[config.mk]
export PLATFORM = sky130hd
export DESIGN_NAME = maint_cmd
export DESIGN_NICKNAME = d
export VERILOG_FILES = /design/src/maint_pkg.sv /design/src/maint_cmd.sv
export SDC_FILE = /design/constraint.sdc
export NUM_CORES = 1
export LEC_CHECK = 0
export BUFFER_PORTS_ARGS = -buffer_cell sky130_fd_sc_hd__buf_4
export CORE_MARGIN = 1
export CORE_UTILIZATION = 50
export DETAILED_ROUTE_END_ITERATION = 8
export MAX_ROUTING_LAYER = met4
export PLACE_DENSITY = 0.73
export SETUP_SLACK_MARGIN = 0.5
export SLEW_MARGIN = 10
export SYNTH_ARGS = -nofsm -noshare
export SYNTH_HDL_FRONTEND = slang
export SYNTH_SLANG_ARGS = --single-unit
[constraint.sdc]
create_clock -name clk -period 7.45 [get_ports clk]
set_input_delay 0.745 -clock clk [delete_from_list [all_inputs] [get_ports clk]]
set_output_delay 0.745 -clock clk [all_outputs]
set_load 0.01 [all_outputs]
[src/maint_pkg.sv]
// Package: register map, encodings and timing for the maintenance command handler
package maint_pkg;
  localparam int ADDR_W = 6;
  localparam logic [5:0] CMD_OFS = 6'h00;
  localparam logic [5:0] RPL0_OFS = 6'h04;
  localparam logic [5:0] RPL1_OFS = 6'h08;
  localparam logic [5:0] RPL2_OFS = 6'h0c;
  localparam logic [5:0] STAT_OFS = 6'h10;
  localparam logic [5:0] FAULT_OFS = 6'h14;
  localparam logic [5:0] IRQ_STAT_OFS = 6'h18;
  localparam logic [5:0] IRQ_MASK_OFS = 6'h1c;
  localparam logic [5:0] CFG_OFS = 6'h20;
  localparam logic [1:0] RESP_OKAY = 2'h0;
  localparam logic [1:0] RESP_SLVERR = 2'h2;
  // Command word fields
  localparam int CMD_ARG_LSB = 8;
  localparam int CMD_ARG_PRESENT = 12;
  // Fault bit positions
  localparam int FLT_CMD = 0;
  localparam int FLT_BUSY = 1;
  localparam int FLT_PARAM = 2;
  localparam int FLT_OTHER = 3;
  localparam int FLT_BATT = 7;
  localparam logic [7:0] FLT_IMPL = 8'h8f;
  // Interrupt event positions
  localparam int EV_FAULT = 0;
  localparam int EV_REJECT = 1;
  localparam int EV_UPD_DONE = 2;
  localparam int EV_REPLY = 3;
  localparam int EV_N = 4;
  // Config register bits
  localparam int CFG_REMOTE = 0;
  localparam int CFG_IMG0_NEW = 1;
  localparam int CFG_IMG1_NEW = 2;
  // Update source ports
  localparam logic [1:0] PORT_SERIAL = 2'h0;
  localparam logic [1:0] PORT_LAN_NORMAL = 2'h1;
  localparam logic [1:0] PORT_LAN_FAST = 2'h2;
  // Lamp blink timing
  localparam longint CLK_HZ = 50_000_000;
  localparam longint SLOW_HALF_MS = 500;
  localparam longint FAST_HALF_MS = 100;
  localparam int SLOW_HALF_CYC = int'(SLOW_HALF_MS * CLK_HZ / 1000);
  localparam int FAST_HALF_CYC = int'(FAST_HALF_MS * CLK_HZ / 1000);

  typedef enum logic [7:0] {
    OP_NOP = 8'h00,
    OP_FW_REL = 8'h01,
    OP_HW_REL = 8'h02,
    OP_CHIP_STATE = 8'h03,
    OP_FAULT_BITS = 8'h04,
    OP_FAULT_TEXT = 8'h05,
    OP_FAULT_CLEAR = 8'h06,
    OP_IMG_QUERY = 8'h07,
    OP_IMG0_SEL = 8'h08,
    OP_IMG1_SEL = 8'h09,
    OP_REBOOT = 8'h0a
  } op_t;

  typedef enum logic [7:0] {
    MSG_NO_ERROR = 8'h00,
    MSG_COMMAND = 8'h01,
    MSG_BUSY = 8'h02,
    MSG_PARAM = 8'h03,
    MSG_OTHER = 8'h04,
    MSG_BATTERY = 8'h05
  } msg_t;

  typedef enum logic [1:0] {
    UPD_IDLE = 2'b00,
    UPD_RECV = 2'b01,
    UPD_PROG = 2'b10,
    UPD_FIN = 2'b11
  } upd_t;

  typedef struct packed {
    logic [25:0] zero;
    upd_t phase;
    logic remote;
    logic next_img;
    logic img_in_use;
    logic reply_valid;
  } stat_t;
endpackage

[src/maint_cmd.sv]
// Maintenance command handler: command execution, fault flags, boot image and update lamps
`timescale 1ns/1ps
module maint_cmd #(
  parameter logic [31:0] FW_RELEASE = 32'h0000_0100,  // Arbitrary value
  parameter logic [31:0] FW_DATE = 32'h0000_0000,  // Arbitrary value
  parameter logic [31:0] PRODUCT_ID = 32'h1234_5678,  // Arbitrary value
  parameter logic [31:0] HW_RELEASE = 32'h4100_0001,  // Arbitrary value
  parameter int SLOW_HALF = maint_pkg::SLOW_HALF_CYC,
  parameter int FAST_HALF = maint_pkg::FAST_HALF_CYC
) (
  input wire logic clk,  // 50 MHz clock
  input wire logic rst_b,  // Async reset, active low
  input wire logic [5:0] s_axi_awaddr,  // Write address
  input wire logic s_axi_awvalid,  // Write address valid
  output logic s_axi_awready,  // Write address ready
  input wire logic [31:0] s_axi_wdata,  // Write data
  input wire logic [3:0] s_axi_wstrb,  // Write strobes
  input wire logic s_axi_wvalid,  // Write data valid
  output logic s_axi_wready,  // Write data ready
  output logic [1:0] s_axi_bresp,  // Write response
  output logic s_axi_bvalid,  // Write response valid
  input wire logic s_axi_bready,  // Write response ready
  input wire logic [5:0] s_axi_araddr,  // Read address
  input wire logic s_axi_arvalid,  // Read address valid
  output logic s_axi_arready,  // Read address ready
  output logic [31:0] s_axi_rdata,  // Read data
  output logic [1:0] s_axi_rresp,  // Read response
  output logic s_axi_rvalid,  // Read data valid
  input wire logic s_axi_rready,  // Read data ready
  input wire logic [4:0] fault_evt,  // Cmd, busy, param, other, battery events
  input wire logic [63:0] chip_status,  // Four 16-bit control chip status words
  input wire logic upd_byte_valid,  // Update file byte arrives
  input wire logic [1:0] upd_port,  // Port the byte came from
  input wire logic upd_last,  // Last byte of update file
  input wire logic prog_done,  // Nonvolatile write complete
  input wire logic key8_held,  // Numeric key 8 held at power-up
  input wire logic nv_next_img,  // Stored boot selection
  input wire logic nv_prev_img,  // Image used before the last boot
  output logic irq,  // Level interrupt
  output logic host_control_lamp,  // Remote lamp
  output logic manual_mode_lamp,  // Local lamp
  output logic verbose_off,  // Pulse: force verbose replies off on all ports
  output logic boot_select,  // Image to boot next, to storage
  output logic img_in_use,  // Image currently running
  output logic reboot,  // Pulse: restart the instrument
  output logic settings_reset,  // Pulse: positions and settings to defaults
  output logic prog_start,  // Pulse: begin nonvolatile write
  output logic [7:0] display_char  // Startup screen hardware character
);
  initial begin
    if (SLOW_HALF < 2 || FAST_HALF < 1 || FAST_HALF >= SLOW_HALF)
      $error("Blink half periods out of range");
  end

  logic rst_m_r, rst_s_r;
  always_ff @(posedge clk or negedge rst_b)
  begin
    if (!rst_b) {rst_m_r, rst_s_r} <= 2'b00;
    else {rst_m_r, rst_s_r} <= {1'b1, rst_m_r};
  end
  wire rst_sb = rst_s_r;

  // Bus slave: address and data are taken together so neither can be orphaned
  logic awready_r, bvalid_r, arready_r, rvalid_r;
  logic [1:0] bresp_r, rresp_r;
  logic [31:0] rdata_r;
  wire wr_go = s_axi_awvalid && s_axi_wvalid && !awready_r && !bvalid_r;
  wire rd_go = s_axi_arvalid && !arready_r && !rvalid_r;
  wire wr_en = wr_go && (&s_axi_wstrb);
  wire [5:0] wa = s_axi_awaddr;
  wire wr_cmd = wr_en && wa == maint_pkg::CMD_OFS;
  wire wr_irqs = wr_en && wa == maint_pkg::IRQ_STAT_OFS;
  wire wr_mask = wr_en && wa == maint_pkg::IRQ_MASK_OFS;
  wire wr_cfg = wr_en && wa == maint_pkg::CFG_OFS;
  wire wa_ok = wr_cmd || wr_irqs || wr_mask || wr_cfg;

  maint_pkg::op_t op;
  assign op = maint_pkg::op_t'(s_axi_wdata[7:0]);
  wire [3:0] arg = s_axi_wdata[maint_pkg::CMD_ARG_LSB +: 4];
  wire arg_present = s_axi_wdata[maint_pkg::CMD_ARG_PRESENT];
  wire op_known = s_axi_wdata[7:0] <= 8'h0a && s_axi_wdata[7:0] != 8'h00;
  wire arg_ok = !arg_present || arg <= 4'h3 || arg == 4'h7;

  // Fault flags
  logic [7:0] fault_r, fault_nxt, clr_mask, set_mask;
  wire do_clear = wr_cmd && op == maint_pkg::OP_FAULT_CLEAR && arg_ok;
  always_comb
  begin
    clr_mask = 8'h00;
    if (do_clear) clr_mask = arg_present ? (8'h01 << arg[2:0]) : 8'hff;
  end
  assign set_mask = {fault_evt[4], 3'h0, fault_evt[3:0]}
    | {5'h00, wr_cmd && op == maint_pkg::OP_FAULT_CLEAR && !arg_ok, 1'b0,
       wr_cmd && !op_known};
  assign fault_nxt = ((fault_r & ~clr_mask) | set_mask) & maint_pkg::FLT_IMPL;

  // Lowest set flag picks the text message
  maint_pkg::msg_t msg;
  always_comb
  begin
    msg = maint_pkg::MSG_NO_ERROR;
    if (fault_r[maint_pkg::FLT_BATT]) msg = maint_pkg::MSG_BATTERY;
    if (fault_r[maint_pkg::FLT_OTHER]) msg = maint_pkg::MSG_OTHER;
    if (fault_r[maint_pkg::FLT_PARAM]) msg = maint_pkg::MSG_PARAM;
    if (fault_r[maint_pkg::FLT_BUSY]) msg = maint_pkg::MSG_BUSY;
    if (fault_r[maint_pkg::FLT_CMD]) msg = maint_pkg::MSG_COMMAND;
  end

  function automatic logic [7:0] hex_char(input logic [3:0] n);
    hex_char = (n < 4'ha) ? (8'h30 + {4'h0, n}) : (8'h37 + {4'h0, n});
  endfunction

  // Reply words; silent commands leave reply_valid low
  logic [31:0] rpl0_r, rpl1_r, rpl2_r, rpl0_nxt, rpl1_nxt, rpl2_nxt;
  logic reply_valid_r, is_query, img_in_use_r;
  always_comb
  begin
    rpl0_nxt = rpl0_r;
    rpl1_nxt = rpl1_r;
    rpl2_nxt = rpl2_r;
    is_query = 1'b1;
    unique case (op)
      maint_pkg::OP_FW_REL:
      begin
        rpl0_nxt = FW_RELEASE;
        rpl1_nxt = FW_DATE;
        rpl2_nxt = PRODUCT_ID;
      end
      maint_pkg::OP_HW_REL: rpl0_nxt = HW_RELEASE;
      maint_pkg::OP_CHIP_STATE:
      begin
        rpl0_nxt = chip_status[31:0];
        rpl1_nxt = chip_status[63:32];
      end
      maint_pkg::OP_FAULT_BITS:
        rpl0_nxt = {16'h0000, hex_char(fault_r[7:4]), hex_char(fault_r[3:0])};
      maint_pkg::OP_FAULT_TEXT: rpl0_nxt = {24'h000000, msg};
      maint_pkg::OP_IMG_QUERY: rpl0_nxt = {31'h0, img_in_use_r};
      default: is_query = 1'b0;
    endcase
  end

  // Boot image and restart
  logic next_img_r, start_r, reboot_r, settings_reset_r, preserve;
  logic [2:0] cfg_r;
  wire sel0 = wr_cmd && op == maint_pkg::OP_IMG0_SEL;
  wire sel1 = wr_cmd && op == maint_pkg::OP_IMG1_SEL;
  wire do_reboot = wr_cmd && op == maint_pkg::OP_REBOOT;
  assign preserve = cfg_r[maint_pkg::CFG_IMG0_NEW] && cfg_r[maint_pkg::CFG_IMG1_NEW];

  // Update sequencer
  maint_pkg::upd_t upd_r, upd_nxt;
  wire remote = cfg_r[maint_pkg::CFG_REMOTE];
  wire upd_allowed = remote && upd_port != maint_pkg::PORT_LAN_FAST;
  wire upd_reject = upd_byte_valid && upd_r == maint_pkg::UPD_IDLE && !upd_allowed;
  always_comb
  begin
    upd_nxt = upd_r;
    unique case (upd_r)
      maint_pkg::UPD_IDLE: if (upd_byte_valid && upd_allowed) upd_nxt = maint_pkg::UPD_RECV;
      maint_pkg::UPD_RECV: if (upd_byte_valid && upd_last) upd_nxt = maint_pkg::UPD_PROG;
      maint_pkg::UPD_PROG: if (prog_done) upd_nxt = maint_pkg::UPD_FIN;
      maint_pkg::UPD_FIN: upd_nxt = maint_pkg::UPD_IDLE;
    endcase
  end

  logic [$clog2(SLOW_HALF)-1:0] blink_cnt_r;
  logic slow_r, fast_r;
  wire slow_wrap = blink_cnt_r == ($clog2(SLOW_HALF))'(SLOW_HALF - 1);
  wire fast_tick = blink_cnt_r % ($clog2(SLOW_HALF))'(FAST_HALF) == '0;
  logic host_lamp_nxt;
  always_comb
  begin
    unique case (upd_r)
      maint_pkg::UPD_RECV: host_lamp_nxt = slow_r;
      maint_pkg::UPD_PROG: host_lamp_nxt = fast_r;
      maint_pkg::UPD_FIN: host_lamp_nxt = 1'b0;
      default: host_lamp_nxt = remote;
    endcase
  end

  // Interrupts
  logic [maint_pkg::EV_N-1:0] irq_stat_r, irq_mask_r, ev;
  assign ev = {wr_cmd && is_query, upd_r == maint_pkg::UPD_FIN, upd_reject,
               |(set_mask & ~fault_r)};
  logic remote_d_r, verbose_off_r, prog_start_r;

  always_ff @(posedge clk or negedge rst_sb)
  begin
    if (!rst_sb)
    begin
      fault_r <= 8'h00;
      rpl0_r <= 32'h0;
      rpl1_r <= 32'h0;
      rpl2_r <= 32'h0;
      reply_valid_r <= 1'b0;
      irq_stat_r <= '0;
      irq_mask_r <= '0;
      cfg_r <= 3'h0;
      remote_d_r <= 1'b0;
      verbose_off_r <= 1'b0;
      upd_r <= maint_pkg::UPD_IDLE;
      prog_start_r <= 1'b0;
    end
    else
    begin
      fault_r <= fault_nxt;
      if (wr_cmd) {rpl0_r, rpl1_r, rpl2_r} <= {rpl0_nxt, rpl1_nxt, rpl2_nxt};
      if (wr_cmd) reply_valid_r <= is_query;
      irq_stat_r <= (irq_stat_r & ~(wr_irqs ? s_axi_wdata[maint_pkg::EV_N-1:0] : '0)) | ev;
      if (wr_mask) irq_mask_r <= s_axi_wdata[maint_pkg::EV_N-1:0];
      if (upd_r == maint_pkg::UPD_FIN) cfg_r[maint_pkg::CFG_REMOTE] <= 1'b0;
      else if (wr_cfg) cfg_r <= s_axi_wdata[2:0];
      remote_d_r <= remote;
      verbose_off_r <= remote && !remote_d_r;
      upd_r <= upd_nxt;
      prog_start_r <= upd_r == maint_pkg::UPD_RECV && upd_nxt == maint_pkg::UPD_PROG;
    end
  end

  always_ff @(posedge clk or negedge rst_sb)
  begin
    if (!rst_sb)
    begin
      start_r <= 1'b1;
      img_in_use_r <= 1'b0;
      next_img_r <= 1'b0;
      reboot_r <= 1'b0;
      settings_reset_r <= 1'b0;
    end
    else
    begin
      start_r <= do_reboot;
      reboot_r <= do_reboot;
      if (start_r)
      begin
        img_in_use_r <= key8_held ? nv_prev_img : nv_next_img;
        next_img_r <= nv_next_img;
      end
      else if (sel0 || sel1) next_img_r <= sel1;
      settings_reset_r <= do_reboot && next_img_r != img_in_use_r && !preserve;
    end
  end

  always_ff @(posedge clk or negedge rst_sb)
  begin
    if (!rst_sb)
    begin
      blink_cnt_r <= '0;
      slow_r <= 1'b0;
      fast_r <= 1'b0;
      host_control_lamp <= 1'b0;
      manual_mode_lamp <= 1'b1;
      irq <= 1'b0;
    end
    else
    begin
      blink_cnt_r <= slow_wrap ? '0 : blink_cnt_r + 1'b1;
      if (slow_wrap) slow_r <= !slow_r;
      if (fast_tick) fast_r <= !fast_r;
      host_control_lamp <= host_lamp_nxt;
      manual_mode_lamp <= !remote && upd_r != maint_pkg::UPD_FIN;
      irq <= |((irq_stat_r | ev) & irq_mask_r);
    end
  end

  maint_pkg::stat_t stat;
  assign stat = '{zero: '0, phase: upd_r, remote: remote, next_img: next_img_r,
                  img_in_use: img_in_use_r, reply_valid: reply_valid_r};
  logic [31:0] rd_mux;
  logic rd_ok;
  always_comb
  begin
    rd_ok = 1'b1;
    unique case (s_axi_araddr)
      maint_pkg::RPL0_OFS: rd_mux = rpl0_r;
      maint_pkg::RPL1_OFS: rd_mux = rpl1_r;
      maint_pkg::RPL2_OFS: rd_mux = rpl2_r;
      maint_pkg::STAT_OFS: rd_mux = stat;
      maint_pkg::FAULT_OFS: rd_mux = {24'h0, fault_r};
      maint_pkg::IRQ_STAT_OFS: rd_mux = {28'h0, irq_stat_r};
      maint_pkg::IRQ_MASK_OFS: rd_mux = {28'h0, irq_mask_r};
      maint_pkg::CFG_OFS: rd_mux = {29'h0, cfg_r};
      default:
      begin
        rd_mux = 32'h0;
        rd_ok = 1'b0;
      end
    endcase
  end

  always_ff @(posedge clk or negedge rst_sb)
  begin
    if (!rst_sb)
    begin
      {awready_r, bvalid_r, arready_r, rvalid_r} <= 4'h0;
      bresp_r <= maint_pkg::RESP_OKAY;
      rresp_r <= maint_pkg::RESP_OKAY;
      rdata_r <= 32'h0;
    end
    else
    begin
      awready_r <= wr_go;
      if (wr_go) bresp_r <= wa_ok ? maint_pkg::RESP_OKAY : maint_pkg::RESP_SLVERR;
      bvalid_r <= wr_go || (bvalid_r && !s_axi_bready);
      arready_r <= rd_go;
      if (rd_go) rdata_r <= rd_mux;
      if (rd_go) rresp_r <= rd_ok ? maint_pkg::RESP_OKAY : maint_pkg::RESP_SLVERR;
      rvalid_r <= rd_go || (rvalid_r && !s_axi_rready);
    end
  end

  assign s_axi_awready = awready_r;
  assign s_axi_wready = awready_r;
  assign s_axi_bvalid = bvalid_r;
  assign s_axi_bresp = bresp_r;
  assign s_axi_arready = arready_r;
  assign s_axi_rvalid = rvalid_r;
  assign s_axi_rdata = rdata_r;
  assign s_axi_rresp = rresp_r;
  assign verbose_off = verbose_off_r;
  assign boot_select = next_img_r;
  assign img_in_use = img_in_use_r;
  assign reboot = reboot_r;
  assign settings_reset = settings_reset_r;
  assign prog_start = prog_start_r;
  assign display_char = HW_RELEASE[31:24];

  property clear_one_p;
    @(posedge clk) disable iff (!rst_sb)
    (do_clear && arg_present && set_mask == 8'h00) |=> !fault_r[arg[2:0]];
  endproperty
  clear_one_a: assert property (clear_one_p) else $error("Flag not cleared");
  sticky_flag_a: assert property (@(posedge clk) disable iff (!rst_sb)
    (fault_r != 8'h00 && !do_clear) |=> (fault_r & $past(fault_r)) == $past(fault_r))
    else $error("Flag dropped without clear");
  text_lowest_a: assert property (@(posedge clk) disable iff (!rst_sb)
    (wr_cmd && op == maint_pkg::OP_FAULT_TEXT && fault_r[0]) |=> rpl0_r == 32'h1)
    else $error("Wrong fault text");
  text_none_a: assert property (@(posedge clk) disable iff (!rst_sb)
    (wr_cmd && op == maint_pkg::OP_FAULT_TEXT && fault_r == 8'h00) |=> rpl0_r == 32'h0)
    else $error("Expected no-error text");
  silent_cmds_a: assert property (@(posedge clk) disable iff (!rst_sb)
    (wr_cmd && (sel0 || sel1 || do_reboot || do_clear)) |=> !reply_valid_r)
    else $error("Silent command replied");
  reboot_img_a: assert property (@(posedge clk) disable iff (!rst_sb)
    do_reboot |=> reboot ##1 (img_in_use_r == (key8_held ? $past(nv_prev_img) : $past(nv_next_img))))
    else $error("Reboot image wrong");
  fast_reject_a: assert property (@(posedge clk) disable iff (!rst_sb)
    (upd_r == maint_pkg::UPD_IDLE && upd_byte_valid && upd_port == maint_pkg::PORT_LAN_FAST)
    |=> upd_r == maint_pkg::UPD_IDLE) else $error("Fast port upload accepted");
  local_ignore_a: assert property (@(posedge clk) disable iff (!rst_sb)
    (upd_r == maint_pkg::UPD_IDLE && !remote) |=> upd_r == maint_pkg::UPD_IDLE)
    else $error("Upload accepted in local");
  verbose_off_a: assert property (@(posedge clk) disable iff (!rst_sb)
    $rose(remote) |=> verbose_off ##1 !verbose_off) else $error("Verbose not forced");
  lamp_order_a: assert property (@(posedge clk) disable iff (!rst_sb)
    (upd_r == maint_pkg::UPD_PROG && prog_done) |=> ##1 !host_control_lamp && !manual_mode_lamp
    ##1 !host_control_lamp ##1 manual_mode_lamp) else $error("Lamp order wrong");
  preserve_a: assert property (@(posedge clk) disable iff (!rst_sb)
    settings_reset |-> !$past(preserve)) else $error("Settings reset despite recent images");
  upd_full_c: cover property (@(posedge clk) disable iff (!rst_sb)
    upd_r == maint_pkg::UPD_RECV ##[1:20] upd_r == maint_pkg::UPD_FIN);
  reject_c: cover property (@(posedge clk) disable iff (!rst_sb) upd_reject);
  clear_c: cover property (@(posedge clk) disable iff (!rst_sb) do_clear && !arg_present);
  reboot_c: cover property (@(posedge clk) disable iff (!rst_sb) sel1 ##[1:10] do_reboot);
endmodule

# Word-level counts from Yosys, hierarchy flattened

Cells that the tools add are included.

Input bits: 132
Output and inout bits: 58
Logic and storage cells: 186
Flip-flop bits (word level): 164

Shift operators: 1
Magnitude comparators: 4
Divide/modulo/power cells: 1
Bitwise logic cells: 12
Equality and inequality tests: 30
Multiplexer cells: 28
Reductions and logical operators: 72
$add $sub $neg: 5

Operators by type and width:

| operator                                                          | number |
|---|---|
| 32-bit case mux with 8 select lines                               | 1 |
| 32-bit case mux with 6 select lines                               | 1 |
| 32-bit case mux with 2 select lines                               | 1 |
| 6-bit by 5-bit == test with 1-bit output, second input constant   | 6 |
| 8-bit by 3-bit == test with 1-bit output, second input constant   | 4 |
| 1-bit logical AND                                                 | 32 |
| 8-bit 2-to-1 mux                                                  | 4 |
| 6-bit by 4-bit adder with 7-bit output, first input constant      | 4 |
| 25-bit by 1-bit adder with 25-bit output, second input constant   | 1 |
| 25-bit == test, second input constant                             | 1 |
| 25-bit logical NOT                                                | 1 |
| 25-bit by 23-bit modulo with 25-bit output, second input constant | 1 |
| 25-bit 2-to-1 mux                                                 | 1 |
| 8-bit by 4-bit == test with 1-bit output, second input constant   | 3 |
| 8-bit AND                                                         | 2 |
| 8-bit by 2-bit == test with 1-bit output, second input constant   | 2 |
| 8-bit inverter                                                    | 2 |
| 8-bit OR reduction                                                | 2 |
| 1-bit logical NOT                                                 | 15 |
| 7-bit 2-to-1 mux                                                  | 2 |
| 6-bit by 4-bit == test with 1-bit output, second input constant   | 2 |
| 6-bit == test, second input constant                              | 2 |
| 2-bit 2-to-1 mux                                                  | 5 |
| 3-bit 2-to-1 mux                                                  | 3 |
| other kinds (31)                                                  | 55 |

# Depth between registers and ports, before layout

Depth in word-level cells: 13
Gate-level depth with buffers: 20
Depth with buffers taken out: 15

# Least setup slack after synthesis

Ideal clock, no wire load.

Kind: register to register
From: register blink_cnt_r[14]
To: register fast_r
Path slack: 3.151 ns
Clock period less this slack: 4.299 ns
Setup time: 0.079 ns
Arrival time: 4.220 ns
Data required time: 7.371 ns
Cell stages (with the launch flop): 17
Buffers on the path: 1
Cell sequence: dfrtp_1 clkbuf_1 clkinv_1 a32oi_1 mux2_2 or4b_1 a211oi_1 nand4_1 a21boi_1 xor2_1 and3_1 o2111ai_1 o211a_2 nor4_2 o221ai_1 nor4_2 xor2_1

Cells in the longest elaborated chain, start to end: 2

RTL lines:

| what                                       | line             | source |
|---|---|---|
| start: declaration                         | maint_cmd.sv:167 | `logic [$clog2(SLOW_HALF)-1:0] blink_cnt_r;` |
| start signal: assignment                   | maint_cmd.sv:258 | `blink_cnt_r <= slow_wrap ? '0 : blink_cnt_r + 1'b1;` |
| 25-bit by 23-bit modulo with 25-bit output | maint_cmd.sv:170 | `wire fast_tick = blink_cnt_r % ($clog2(SLOW_HALF))'(FAST_HALF) == '0;` |
| 25-bit logical NOT                         | maint_cmd.sv:170 |  |
| end signal: assignment                     | maint_cmd.sv:260 | `if (fast_tick) fast_r <= !fast_r;` |
| end: declaration                           | maint_cmd.sv:168 | `logic slow_r, fast_r;` |

No other way between the ends.
A chain may end at the register's enable or synchronous reset.

# Worst setup path in the final report

From: register blink_cnt_r[8]
To: register fast_r

The elaborated chain is that of the path after synthesis.

==> flow_summary.json <==
{
  "status": "finished clean",
  "synth-async-reset-ratio_pct": 100,
  "cts.sinks": 162,
  "grt_pass1_vias": 8670,
  "drt_iter0_drc": 768,
  "grt_overflow": 0,
  "numPortBuffers": 160,
  "tightest_slew_ps": 1100,
  "wirelength_um": 27600,
  "synthCells": 1144,
  "initial_core_util_pct": 51.5,
  "routed_via_density": 5.90,
  "grt_antenna_before_repair": 0,
  "dominantRegCellSynth": "dfrtp_1",
  "synth_cell_types": 88,
  "dp_cells": 1500,
  "critPathLaunchType": "register",
  "regToRegSetupSlack_ps": 1280,
  "hold_viol_final": 0,
  "final.setup.tns_ps": 0,
  "layout.cells.non_filler": 1532,
  "max_freq_mhz": 162,
  "path_clk_slew_ps": 80,
  "final_common_cell": "nand2_1",
  "fp.dieArea_um2": 19900,
  "core.rowCount": 50,
  "drt_pass1_iterations": 5,
  "cp_data_required_time_ps": 7800,
  "synth-edff-count": 0,
  "arrival_ps": 6520,
  "cts_tree": "yes",
  "routabilityCongestion": 0.919,
  "cp_slowest_cell": "o21a_1",
  "netlist_area_um2": 9690,
  "hpwl_um": 19600,
  "yosysWarnings": 0,
  "ir_drop_uv": 135,
  "fin_crit_ps": 6170,
  "p_leak_nw": 5.13,
  "io_pins": 190,
  "root_buffer": "clkbuf_16",
  "nets": 1394,
  "cp_common_cell": "a21oi_1",
  "path_class": "reg -> reg",
  "gr-usage-all-layers_pct": 29.7,
  "fin_worst_skew_ps": 10.7,
  "grt_pass1_wl_um": 45100,
  "hold_buffers": 0,
  "finalSetupViolations": 0,
  "relSlewSlack_pct": 26.5,
  "yosysSeqAreaShare_pct": 41.8,
  "drc": 0,
  "p_per_area_nw_per_um2": 172,
  "die_h_um": 141,
  "r2r_cells": 15,
  "drive_above_1_share_pct": 20.1,
  "grt_max_degree": 72,
  "syn_to_final_growth_pct": 19.8,
  "rsz0062_at_grt": "no",
  "r2r_end": "fast_r",
  "diodes": 0,
  "vias": 9039,
  "drv_cap": 0,
  "cts_buffer_depth": 2,
  "cts_resized": 0,
  "drtAntennaViolNets": 0,
  "core_region_area_um2": 18800,
  "r2r-start": "blink_cnt_r[8]",
  "min_path_type": "in -> async",
  "final_cell_mix": "214 x nand2_1, 172 x buf_4, 159 x dfrtp_1",
  "htree_levels": 4,
  "wl_per_cell_um": 18.0,
  "ys_ff_latch": 162,
  "drv_slew": 0,
  "max_stage_delay_ps": 780,
  "endpoint_kind": "register",
  "crit_chain": "o211ai_2 -> o211a_1 -> o21a_1 -> mux2i_1 -> a211oi_2 -> o32ai_2 -> o21ai_1 -> a21boi_1 -> nand3_1 -> a21oi_1 -> a21oi_1 -> nor4b_1 -> o221ai_1 -> nor4_2 -> xor2_1",
  "clock_latency_ps": 430,
  "min_period_over_period_pct": 82.8,
  "die_w_um": 141,
  "worstPathMaxFanout": 28,
  "numCtsBuffers": 17,
  "cts_setup_buffers": 0,
  "syn_avg_cell_area_um2": 8.47
}
critical path, delay by kind of cell, from the launching register on:
kind,cells,cell delay [ps]
AO/OA/AOI/OAI,10,4000
XOR/XNOR,1,180
flip-flops,1,590
multiplexers,1,380
AND/OR/NAND/NOR,3,910
metrics by stage:
stage	power, W	hold WS, ps	utilization, %	setup slack [ps]	area, µm²
global route	0.00206	77.6	61.7	740	11600
detailed placement	0.00110	228	58.3	1400	11000
global placement	0.00110	219	58.3	1420	11000
CTS	0.00200	80.1	61.7	1390	11600
finish	0.00199	90.2	61.7	1280	11600
floorplan	0.00101	331	-	2610	9730
layer usage:
layer	track usage, %	vias to the layer above	routed length (µm)
li1	-	4312	-
met1	42.0	4371	12900
met2	44.3	332	12700
met3	4.28	24	1730
met4	8.41	0	333
met5	-	-	0
cells in the mapped netlist, types with 14 or more instances:
master    number  area (µm²)
inv_1         20        75.1
clkbuf_1      59         221
nor3_1        36         180
nand2_1      214         803
nor2_1        70         263
a22oi_1       21         158
xnor2_1       33         289
nand4_1       14        87.6
a21oi_1       43         215
dfrtp_1      160        4000
xor2_1        17         149
o21ai_0      114         571
nand3_1       59         295
state kept, by name, indices dropped and copies added, names as in the netlist, 2 cells and up:
signal,count
irq_stat_r,4
s_axi_rdata,32
blink_cnt_r,25
irq_mask_r,4
fault_r,5
rpl0_r,32
rpl1_r,32
cfg_r,3
upd_r,2
power breakdown:
part           switching [W]  internal (W)  leakage [nW]
Combinational      0.0000804     0.0000745          2.65
Clock               0.000414      0.000495         0.303
Sequential         0.0000287      0.000899          2.18
Total               0.000523       0.00147          5.13
worst max path at each step:
stage / from / end / slack (ps)
6_report: blink_cnt_r[8] / fast_r / 1280
3_5_place_dp: blink_cnt_r[8] / fast_r / 1400
3_3_place_gp: blink_cnt_r[8] / fast_r / 1420
5_1_grt: blink_cnt_r[8] / fast_r / 740
2_1_floorplan: rst_s_r / blink_cnt_r[0] / 2610
4_1_cts: blink_cnt_r[8] / fast_r / 1390
cell families after synthesis:
| kind of cell | synth area share [%] |
|---|---|
| mux | 2.75 |
| xor+xnor | 4.52 |
| compound gates | 21.2 |
| buf+inv | 5.03 |
| fa+ha+maj | 0.387 |
| other cells | 0.0775 |
| flops | 41.8 |
| simple gates | 24.2 |
final cells by class:
type | instances | area [µm²]
sequential | 162 | 4060
timing repair buffer | 172 | 1290
clock inverter | 14 | 190
inverter | 23 | 86.3
tap | 260 | 325
fill | 1662 | 7210
clock buffer | 18 | 439
multi-input combinational | 883 | 5220
Note: power is estimated with default switching activity, not from simulation.
